--- src/hdl/i2cas_params.svh ---
`ifndef I2CAS_PARAMS_SVH
`define I2CAS_PARAMS_SVH

`define I2CAS_ADDR_CTRL    4'h0
`define I2CAS_ADDR_STATUS  4'h1
`define I2CAS_ADDR_MASK    4'h2
`define I2CAS_ADDR_BUF     4'h3
`define I2CAS_ADDR_BRG     4'h4

`define I2CAS_CTRL_ACK_EN   0
`define I2CAS_CTRL_ACK_DATA 1
`define I2CAS_CTRL_STOPEN  2

`define I2CAS_ST_STOPDET   0
`define I2CAS_ST_WRCOLL    1
`define I2CAS_ST_PORTIF    2
`define I2CAS_ST_ACKDONE   3

`define I2CAS_BRG_RESET    8'h09

`endif

--- src/hdl/i2cas_pkg.sv ---
package i2cas_pkg;

    typedef enum logic [2:0] {
        SEQ_IDLE,
        SEQ_ACK_LOW,
        SEQ_ACK_WAIT_HI,
        SEQ_ACK_HIGH,
        SEQ_STOP_SDA,
        SEQ_STOP_SCL,
        SEQ_STOP_REL,
        SEQ_STOP_DONE
    } i2cas_state_type;

    typedef struct packed {
        logic [3:0] addr;
        logic [7:0] wdata;
        logic       wr;
        logic       rd;
    } i2cas_req_type;

    typedef struct packed {
        logic scl_o;
        logic scl_oe_n;
        logic sda_o;
        logic sda_oe_n;
    } i2cas_pins_type;

endpackage : i2cas_pkg

--- src/hdl/i2cas_sequencer.sv ---
// Added by the designer: the strobed register port and the address map.
`timescale 1ns/1ns
`include "i2cas_params.svh"

module i2cas_sequencer
(
    // Clock and reset
    input  wire logic                    core_clk,
    input  wire logic                    rst,
    // Register port
    input  wire i2cas_pkg::i2cas_req_type req,
    output logic [7:0]                   rdata,
    // Bus pins
    input  wire logic                    scl_i,
    input  wire logic                    sda_i,
    output i2cas_pkg::i2cas_pins_type    pins,
    // Interrupt
    output logic                         irq
);
    import i2cas_pkg::*;

    // ------------------------------------------------------------
    // Pin synchronisers
    // ------------------------------------------------------------
    logic [1:0] scl_sync_q;
    logic [1:0] sda_sync_q;
    logic       scl_s;
    logic       sda_s;

    always_ff @(posedge core_clk or posedge rst)
    begin
        if (rst)
        begin
            scl_sync_q <= 2'h3;
            sda_sync_q <= 2'h3;
        end
        else
        begin
            scl_sync_q <= {scl_sync_q[0], scl_i};
            sda_sync_q <= {sda_sync_q[0], sda_i};
        end
    end

    assign scl_s = scl_sync_q[1];
    assign sda_s = sda_sync_q[1];

    // ------------------------------------------------------------
    // Registers
    // ------------------------------------------------------------
    i2cas_state_type state_q;
    logic            ack_sequence_enable_q;
    logic            ack_data_value_q;
    logic            stop_sequence_enable_q;
    logic [7:0]      brg_reload_q;
    logic [7:0]      transfer_buffer_q;
    logic [3:0]      status_q;
    logic [3:0]      mask_q;
    logic [7:0]      brg_cnt_q;
    logic            brg_run_q;
    logic            brg_tick;
    logic            busy;
    logic            wr_ctrl;
    logic            wr_buf;
    logic            wr_stat;
    logic            ev_stopdet;
    logic            ev_write_collision_flag;
    logic            ev_portif;
    logic            ev_ackdone;
    logic [3:0]      ev_set;

    assign busy    = (state_q != SEQ_IDLE);
    assign wr_ctrl = req.wr && (req.addr == `I2CAS_ADDR_CTRL);
    assign wr_buf  = req.wr && (req.addr == `I2CAS_ADDR_BUF);
    assign wr_stat = req.wr && (req.addr == `I2CAS_ADDR_STATUS);

    // ------------------------------------------------------------
    // Baud rate generator
    // ------------------------------------------------------------
    // Tick marks the end of one rollover period; reload restarts it
    logic brg_load;

    assign brg_tick = brg_run_q && (brg_cnt_q == 8'h00);

    always_ff @(posedge core_clk or posedge rst)
    begin
        if (rst)
        begin
            brg_cnt_q <= 8'h00;
        end
        else if (brg_load || brg_tick)
        begin
            brg_cnt_q <= brg_reload_q;
        end
        else if (brg_run_q)
        begin
            brg_cnt_q <= brg_cnt_q - 8'h01;
        end
    end

    // ------------------------------------------------------------
    // Sequencer
    // ------------------------------------------------------------
    logic scl_low_q;
    logic sda_low_q;

    always_comb
    begin
        brg_load = 1'b0;
        case (state_q)
            SEQ_IDLE:        brg_load = 1'b1;
            SEQ_ACK_WAIT_HI: brg_load = 1'b1;
            SEQ_STOP_SDA:    brg_load = 1'b1;
            SEQ_STOP_REL:    brg_load = !sda_low_q && sda_s && scl_s;
            default:         brg_load = 1'b0;
        endcase
    end

    always_ff @(posedge core_clk or posedge rst)
    begin
        if (rst)
        begin
            state_q    <= SEQ_IDLE;
            brg_run_q  <= 1'b0;
            scl_low_q  <= 1'b1;
            sda_low_q  <= 1'b0;
            ev_ackdone <= 1'b0;
            ev_stopdet <= 1'b0;
            ev_portif  <= 1'b0;
        end
        else
        begin
            ev_ackdone <= 1'b0;
            ev_stopdet <= 1'b0;
            ev_portif  <= 1'b0;
            case (state_q)
                SEQ_IDLE:
                begin
                    // SCL keeps its level: low after reset or an acknowledge, free after a stop
                    if (wr_ctrl && req.wdata[`I2CAS_CTRL_ACK_EN])
                    begin
                        sda_low_q <= ~req.wdata[`I2CAS_CTRL_ACK_DATA];
                        brg_run_q <= 1'b1;
                        state_q   <= SEQ_ACK_LOW;
                    end
                    else if (wr_ctrl && req.wdata[`I2CAS_CTRL_STOPEN])
                    begin
                        sda_low_q <= 1'b1;
                        state_q   <= SEQ_STOP_SDA;
                    end
                end
                SEQ_ACK_LOW:
                begin
                    if (brg_tick)
                    begin
                        scl_low_q <= 1'b0;
                        brg_run_q <= 1'b0;
                        state_q   <= SEQ_ACK_WAIT_HI;
                    end
                end
                SEQ_ACK_WAIT_HI:
                begin
                    // Slave may stretch; wait for SCL to really rise
                    if (scl_s)
                    begin
                        brg_run_q <= 1'b1;
                        state_q   <= SEQ_ACK_HIGH;
                    end
                end
                SEQ_ACK_HIGH:
                begin
                    if (brg_tick)
                    begin
                        scl_low_q  <= 1'b1;
                        brg_run_q  <= 1'b0;
                        ev_ackdone <= 1'b1;
                        state_q    <= SEQ_IDLE;
                    end
                end
                SEQ_STOP_SDA:
                begin
                    if (!sda_s)
                    begin
                        brg_run_q <= 1'b1;
                        state_q   <= SEQ_STOP_SCL;
                    end
                end
                SEQ_STOP_SCL:
                begin
                    if (brg_tick)
                    begin
                        scl_low_q <= 1'b0;
                        state_q   <= SEQ_STOP_REL;
                    end
                end
                SEQ_STOP_REL:
                begin
                    if (brg_tick)
                    begin
                        sda_low_q <= 1'b0;
                    end
                    if (!sda_low_q && sda_s && scl_s)
                    begin
                        ev_stopdet <= 1'b1;
                        state_q    <= SEQ_STOP_DONE;
                    end
                end
                SEQ_STOP_DONE:
                begin
                    if (brg_tick)
                    begin
                        ev_portif <= 1'b1;
                        brg_run_q <= 1'b0;
                        state_q   <= SEQ_IDLE;
                    end
                end
                default:
                begin
                    state_q <= SEQ_IDLE;
                end
            endcase
        end
    end

    // ------------------------------------------------------------
    // Control bits
    // ------------------------------------------------------------
    // Enables read back high for the whole sequence, cleared by hardware
    always_ff @(posedge core_clk or posedge rst)
    begin
        if (rst)
        begin
            ack_sequence_enable_q  <= 1'b0;
            ack_data_value_q       <= 1'b0;
            stop_sequence_enable_q <= 1'b0;
            brg_reload_q           <= `I2CAS_BRG_RESET;
        end
        else
        begin
            if (wr_ctrl)
            begin
                ack_data_value_q <= req.wdata[`I2CAS_CTRL_ACK_DATA];
            end
            if (wr_ctrl && !busy && req.wdata[`I2CAS_CTRL_ACK_EN])
            begin
                ack_sequence_enable_q <= 1'b1;
            end
            else if (state_q == SEQ_ACK_HIGH && brg_tick)
            begin
                ack_sequence_enable_q <= 1'b0;
            end
            if (wr_ctrl && !busy && !req.wdata[`I2CAS_CTRL_ACK_EN]
                && req.wdata[`I2CAS_CTRL_STOPEN])
            begin
                stop_sequence_enable_q <= 1'b1;
            end
            else if (state_q == SEQ_STOP_DONE && brg_tick)
            begin
                stop_sequence_enable_q <= 1'b0;
            end
            if (req.wr && req.addr == `I2CAS_ADDR_BRG)
            begin
                brg_reload_q <= req.wdata;
            end
        end
    end

    // ------------------------------------------------------------
    // Transfer buffer
    // ------------------------------------------------------------
    assign ev_write_collision_flag = wr_buf && busy;

    always_ff @(posedge core_clk or posedge rst)
    begin
        if (rst)
        begin
            transfer_buffer_q <= 8'h00;
        end
        else if (wr_buf && !busy)
        begin
            transfer_buffer_q <= req.wdata;
        end
    end

    // ------------------------------------------------------------
    // Status, mask, interrupt
    // ------------------------------------------------------------
    // Sticky bits: a set in the clearing cycle wins
    assign ev_set = {ev_ackdone, ev_portif, ev_write_collision_flag, ev_stopdet};

    always_ff @(posedge core_clk or posedge rst)
    begin
        if (rst)
        begin
            status_q <= 4'h0;
        end
        else
        begin
            status_q <= (status_q & ~(wr_stat ? req.wdata[3:0] : 4'h0)) | ev_set;
        end
    end

    always_ff @(posedge core_clk or posedge rst)
    begin
        if (rst)
        begin
            mask_q <= 4'h0;
        end
        else if (req.wr && req.addr == `I2CAS_ADDR_MASK)
        begin
            mask_q <= req.wdata[3:0];
        end
    end

    always_ff @(posedge core_clk or posedge rst)
    begin
        if (rst)
        begin
            irq <= 1'b0;
        end
        else
        begin
            irq <= |(((status_q & ~(wr_stat ? req.wdata[3:0] : 4'h0)) | ev_set) & mask_q);
        end
    end

    // ------------------------------------------------------------
    // Pins and read data
    // ------------------------------------------------------------
    // Open drain: only ever drive low, enable active low
    always_ff @(posedge core_clk or posedge rst)
    begin
        if (rst)
        begin
            pins <= '{scl_o: 1'b0, scl_oe_n: 1'b1, sda_o: 1'b0, sda_oe_n: 1'b1};
        end
        else
        begin
            pins.scl_o    <= 1'b0;
            pins.sda_o    <= 1'b0;
            pins.scl_oe_n <= ~scl_low_q;
            pins.sda_oe_n <= ~sda_low_q;
        end
    end

    always_ff @(posedge core_clk or posedge rst)
    begin
        if (rst)
        begin
            rdata <= 8'h00;
        end
        else if (req.rd)
        begin
            case (req.addr)
                `I2CAS_ADDR_CTRL:   rdata <= {5'h00, stop_sequence_enable_q,
                                              ack_data_value_q, ack_sequence_enable_q};
                `I2CAS_ADDR_STATUS: rdata <= {4'h0, status_q};
                `I2CAS_ADDR_MASK:   rdata <= {4'h0, mask_q};
                `I2CAS_ADDR_BUF:    rdata <= transfer_buffer_q;
                `I2CAS_ADDR_BRG:    rdata <= brg_reload_q;
                default:            rdata <= 8'h00;
            endcase
        end
        else
        begin
            rdata <= 8'h00;
        end
    end

endmodule : i2cas_sequencer

--- config.mk ---
export PLATFORM = sky130hd
export DESIGN_NAME = i2cas_sequencer
export DESIGN_NICKNAME = d
export VERILOG_FILES = /design/src/hdl/i2cas_pkg.sv /design/src/hdl/i2cas_sequencer.sv
export VERILOG_INCLUDE_DIRS = /design/src /design/src/hdl
export SDC_FILE = /design/constraint.sdc
export NUM_CORES = 1
export LEC_CHECK = 0
export BUFFER_PORTS_ARGS = -buffer_cell sky130_fd_sc_hd__buf_2
export CAP_MARGIN = 20
export CORE_UTILIZATION = 25
export DETAILED_ROUTE_END_ITERATION = 7
export GPL_ROUTABILITY_DRIVEN = 0
export GPL_TIMING_DRIVEN = 0
export PLACE_DENSITY = 0.5
export SETUP_SLACK_MARGIN = 0.3
export SLEW_MARGIN = 20
export SYNTH_ARGS = -nofsm -noshare
export SYNTH_HDL_FRONTEND = slang
export SYNTH_SLANG_ARGS = --single-unit
--- constraint.sdc ---
create_clock -name core_clk -period 2.5 [get_ports core_clk]
set_clock_uncertainty 0.2 [all_clocks]
set_input_delay 0.125 -clock core_clk [delete_from_list [all_inputs] [get_ports core_clk]]
set_output_delay 0.125 -clock core_clk [all_outputs]
set_load 0.02 [all_outputs]
; ---- Word level (Yosys, flattened, before mapping)
; Cells that the tools add are included.
[classes]
n_reduce_logical = 41
n_eq_ne = 23
muxes = 34
n_addsub = 1
bitwise_logic = 7
[op_table]
columns = op, count
row1 = case mux 8 bit (5 select lines), 1
row2 = two-way mux 3 bit, 8
row3 = two-way mux 8 bit, 3
row4 = case mux 3 bit (7 select lines), 1
row5 = logical AND 1 bit, 18
row6 = two-way mux 1 bit, 16
row7 = "!= test 2 bit, second input constant", 8
row8 = "== test 3 bit, second input constant", 4
row9 = nonzero test 2 bit, 5
row10 = bitwise AND 4 bit, 2
row11 = "== test 4 x 2 -> 1 bit, second input constant", 2
row12 = logical NOT 8 bit, 1
row13 = "subtractor 8 x 1 -> 8 bit, second input constant", 1
row14 = AND reduction 7 bit, 1
row15 = "== test 3 x 2 -> 1 bit, second input constant", 2
row16 = "!= test 2 x 1 -> 1 bit, second input constant", 3
row17 = case mux 1 bit (2 select lines), 3
row18 = AND reduction 3 bit, 2
row19 = OR reduction 3 bit, 2
row20 = AND reduction 5 bit, 1
row21 = "== test 4 x 1 -> 1 bit, second input constant", 1
row22 = "== test 4 x 3 -> 1 bit, second input constant", 1
row23 = logical NOT 4 bit, 1
row24 = two-way mux 4 bit, 1
row25 = other kinds (13), 18
[word_totals]
input_bits = 18
regBits = 59
out_inout_bits = 13

; ---- Logic depth before layout (Yosys ltp)
[depth]
word_depth = 8
ltp_mapped = 6

; ---- Worst setup path before layout
; OpenSTA, ideal clock, no wires.
[synth_path]
kind = reg-to-reg
start = register brg_cnt_q[3]
end = register brg_cnt_q[0]
required_time_ns = 2.175
setup_slack_ns = 0.658
arrival_ns = 1.517
path_buffers = 0
stages_incl_launch_ff = 5
cell_sequence = dfrtp_1 or4_4 nor2_4 nor2_4 mux2_4
[synth_via]
elab_chain_len = 4
[synth_rtl]
columns = item, line_no
row1 = start: declaration, i2cas_sequencer.sv:58  ; logic [7:0] brg_cnt_q;
row2 = start signal: assignment, i2cas_sequencer.sv:92  ; brg_cnt_q <= brg_reload_q;
row3 = start signal: assignment, i2cas_sequencer.sv:96  ; brg_cnt_q <= brg_cnt_q - 8'h01;
row4 = logical NOT 8 bit *, i2cas_sequencer.sv:82  ; assign brg_tick = brg_run_q && (brg_cnt_q == 8'h00);
row5 = logical AND 1 bit *, i2cas_sequencer.sv:82
row6 = logical OR 1 bit *, i2cas_sequencer.sv:90  ; else if (brg_load || brg_tick)
row7 = two-way mux 8 bit or nonzero test 2 bit (tied branches), n/a
; Every way passes the cells marked *; elsewhere a longest branch is shown, timed or not.
; A chain may end at the register's enable or synchronous reset.

; ---- Worst setup path after layout
[layout_path]
start = register brg_cnt_q[3]
end = register stop_sequence_enable_q
[layout_via]
elab_chain_len = 4
[layout_rtl]
columns = item, line_no
row1 = logical NOT 8 bit, i2cas_sequencer.sv:82
row2 = logical AND 1 bit, i2cas_sequencer.sv:82
row3 = logical AND 1 bit, i2cas_sequencer.sv:256  ; else if (state_q == SEQ_STOP_DONE && brg_tick)
row4 = nonzero test 2 bit (no source line), n/a
row5 = end signal: assignment, i2cas_sequencer.sv:234  ; stop_sequence_enable_q <= 1'b0;
row6 = end signal: assignment, i2cas_sequencer.sv:254  ; stop_sequence_enable_q <= 1'b1;
row7 = end signal: assignment, i2cas_sequencer.sv:258  ; stop_sequence_enable_q <= 1'b0;
row8 = end: declaration, i2cas_sequencer.sv:53  ; logic stop_sequence_enable_q;
; No other way between the ends.

==> out/qor.csv <==
stage;metric;value;unit
synth;ys_async_sr_fraction;1.00;
clocking;cts_buffers;9;
sta;drv_slew;0;
sta;setup_viol;0;
drt;via_count;1980;
synth;ys_types;49;
synth;yosysWarnings;0;
critical_path;worst_path_max_delay_cell;dfrtp_1;
critical_path;arrival;2.11;ns
synth;synth_edf_count;0;
floorplan;start_util;0.256;
finish;diodes;0;
finish;multi_input_area;1220;sq um
critical_path;crit_fanout;7;
sta;worst_slew_pin_slew;0.610;ns
run_status;status;finished, final reports clean;
clocking;clk_pin_slew;0.07;ns
clocking;cts_tree;done;
floorplan;core;10800;sq um
sta;relSlewSlack;0.591;
sta;fin_crit;2.07;ns
finish;drive_gt1_frac;0.320;
worst_hold_path;hold_path_class;in -> reg;
critical_path;rrSetupSlack;0.43;ns
grt;grt_max_degree;37;
synth;synth_cells;236;
place;io_buffers;28;
critical_path;cp_slowest_stage_delay;0.43;ns
synth;synth_common_cells;50 x dfrtp_1, 20 x nor2_1, 19 x mux2_2, 12 x nand2_1, 12 x o21ai_0;
drt;firstDrtPassIters;5;
synth;syn_area_per_cell;11.7;sq um
critical_path;worstPathCellList;nor4_1, nand4_1, o21a_1, a41o_1;
synth;ys.flop_type;dfrtp_1;
sta;rsz0062_at_grt;yes;
drt;postRouteWirelength;6020;um
job;maxCapViolations;0;
grt;grt_pass1_vias;2045;
floorplan;fp-row-count;38;
finish;area_growth_syn_to_layout;24.2;%
floorplan;ioPinCount;31;
clocking;cts_root_buffer;clkbuf_8;
synth;synth_top_cell_area_share;0.452;
clocking;clock-sinks;59;
finish;fillCellCount;1110;
synth;yosys.area.top_type;dfrtp_1;
drt;wl_per_cell;13.9;um
floorplan;die_h;107;um
grt;antenna_found_initial;0;
power;power.total;3.25;mW
drt;drt_iter0_drc;80;
floorplan;dieArea;11500;sq um
sta;finalCritPeriodShare;0.829;
critical_path;cp-end-kind;flop;
place;hpwl;4280;um
drt;antenna_left;0;
clocking;clkLatencyLatePin;0.34;ns
critical_path;path_class;reg -> reg;
critical_path;crit_buf_inv;0;
synth;synthTopCellsByArea;dfrtp_1 45%, dfstp_2 8.5%, mux2_2 7.7%;
drt;via_per_inst;4.56;
power;p_leak;1.56;nW
finish;seq_area;1490;sq um
synth;synth_seq_area_share;0.538;
grt;grt-ovfl-total;0;
sta;setup_tns;0;ns
synth;yosysMostFrequentCell;dfrtp_1;
finish;final_nets;309;
critical_path;critPathTopFamily;simple AND/OR/NAND/NOR gates;
clocking;cts_buffer_depth;2;
drt;drc_errors;0;
power;power.density_cell_area;947;nW/um^2
critical_path;cp-start-kind;flop;
synth;ys_ff_latch;59;
power;vdd_drop_max;0.000297;V
synth;synth_area;2770;sq um
grt;gr-usage-all-layers;0.118;
grt;grt_pass1_wl;10300;um
floorplan;die_w;107;um
sta;hold_viol_final;0;
sta;fmax;483;MHz
clocking;htree_levels;3;
critical_path;crit_required;2.53;ns
cell type report:
cell class | instances | share of cell area
inverter | 8 | 0.00947
timing repair buffer | 41 | 0.0816
multi-input combinational | 160 | 0.354
buffer | 10 | 0.0142
sequential | 59 | 0.433
clock buffer | 11 | 0.0412
clock inverter | 5 | 0.0153
tap | 140 | 0.0510
placed cells by master (no fill, tap or decap), types with 4 or more instances in the layout:
cell	count
clkbuf_8	10
buf_2	31
nor2b_1	6
clkbuf_1	6
nor2_1	20
xor2_1	4
dlygate4sd3_1	12
o21a_1	5
a22oi_1	7
nand4_1	4
dfrtp_1	50
dfstp_2	9
a21oi_1	5
mux2_4	8
mux2i_1	4
xnor2_1	4
o21ai_0	12
nand2_1	12
mux2_2	19
inv_1	7
registers in the layout, summed over array words and instances (netlist names), 2 cells and up:
name,count
brg_cnt_q,8
brg_reload_q,8
rdata,8
transfer_buffer_q,8
mask_q,4
status_q,4
state_q,3
pins,2
scl_sync_q,2
sda_sync_q,2
cell families after synthesis:
group / after synthesis / share of synthesized area
compound gates: 47 / 0.116
buf+inv: 18 / 0.0285
other cells: 1 / 0.00136
simple gates: 70 / 0.147
xor+xnor: 8 / 0.0253
flops: 59 / 0.538
mux: 31 / 0.135
fa+ha+maj: 2 / 0.00904
tightest hold or removal path, stage by stage:
cell and delay (ns):
buf_2 0.11, nand2_2 0.18, o21ai_0 0.11
what timing repair did:
item / in CTS / in global routing
endpoints found under the setup margin: 7 / 8
buffers inserted: 0 / 0
gates resized for setup: 1 / 1
hold endpoints to repair: 79 / 0
pin swaps: 0 / 1
hold buffers: 12 / 0
layer usage:
layer,GRT usage,vias up,share of wire
met5,0,-,0
met1,0.152,975,0.46
met3,0.0395,8,0.041
met4,0.0323,0,0.012
li1,-,955,-
met2,0.188,42,0.49
per-stage QoR:
step | instances | hold slack, ns | util | worst slack [ns] | area, sq um
finish | 434 | 0.00409 | 0.318 | 0.427 | 3440
global route | 434 | 0.0464 | 0.318 | 0.232 | 3440
CTS | 434 | 0.00316 | 0.318 | 0.320 | 3430
detailed placement | 406 | -0.0789 | 0.288 | 0.300 | 3110
global placement | 405 | 0.0325 | 0.286 | -0.125 | 3090
floorplan | 237 | -0.0705 | - | 0.658 | 2770
path summary, 6_finish.rpt:
check                                    from                endpoint  cells past startpoint
worst max-delay path             brg_cnt_q[3]  stop_sequence_enable_q                      4
worst min-delay path                   req[1]         brg_reload_q[0]                      3
worst max register to register   brg_cnt_q[3]  stop_sequence_enable_q                      4
worst min register to register  sda_sync_q[0]           sda_sync_q[1]                      0
max in group asynchronous                 rst         brg_reload_q[0]                      4
min in group asynchronous                 rst    transfer_buffer_q[5]                      3
report_power, final:
| group | switching [mW] | internal (mW) | leakage [nW] |
|---|---|---|---|
| sequential | 0.188 | 1.22 | 0.735 |
| combinational | 0.460 | 0.518 | 0.724 |
| clock | 0.390 | 0.482 | 0.0991 |
| total | 1.04 | 2.22 | 1.56 |
(Power assumes the default switching activity.)
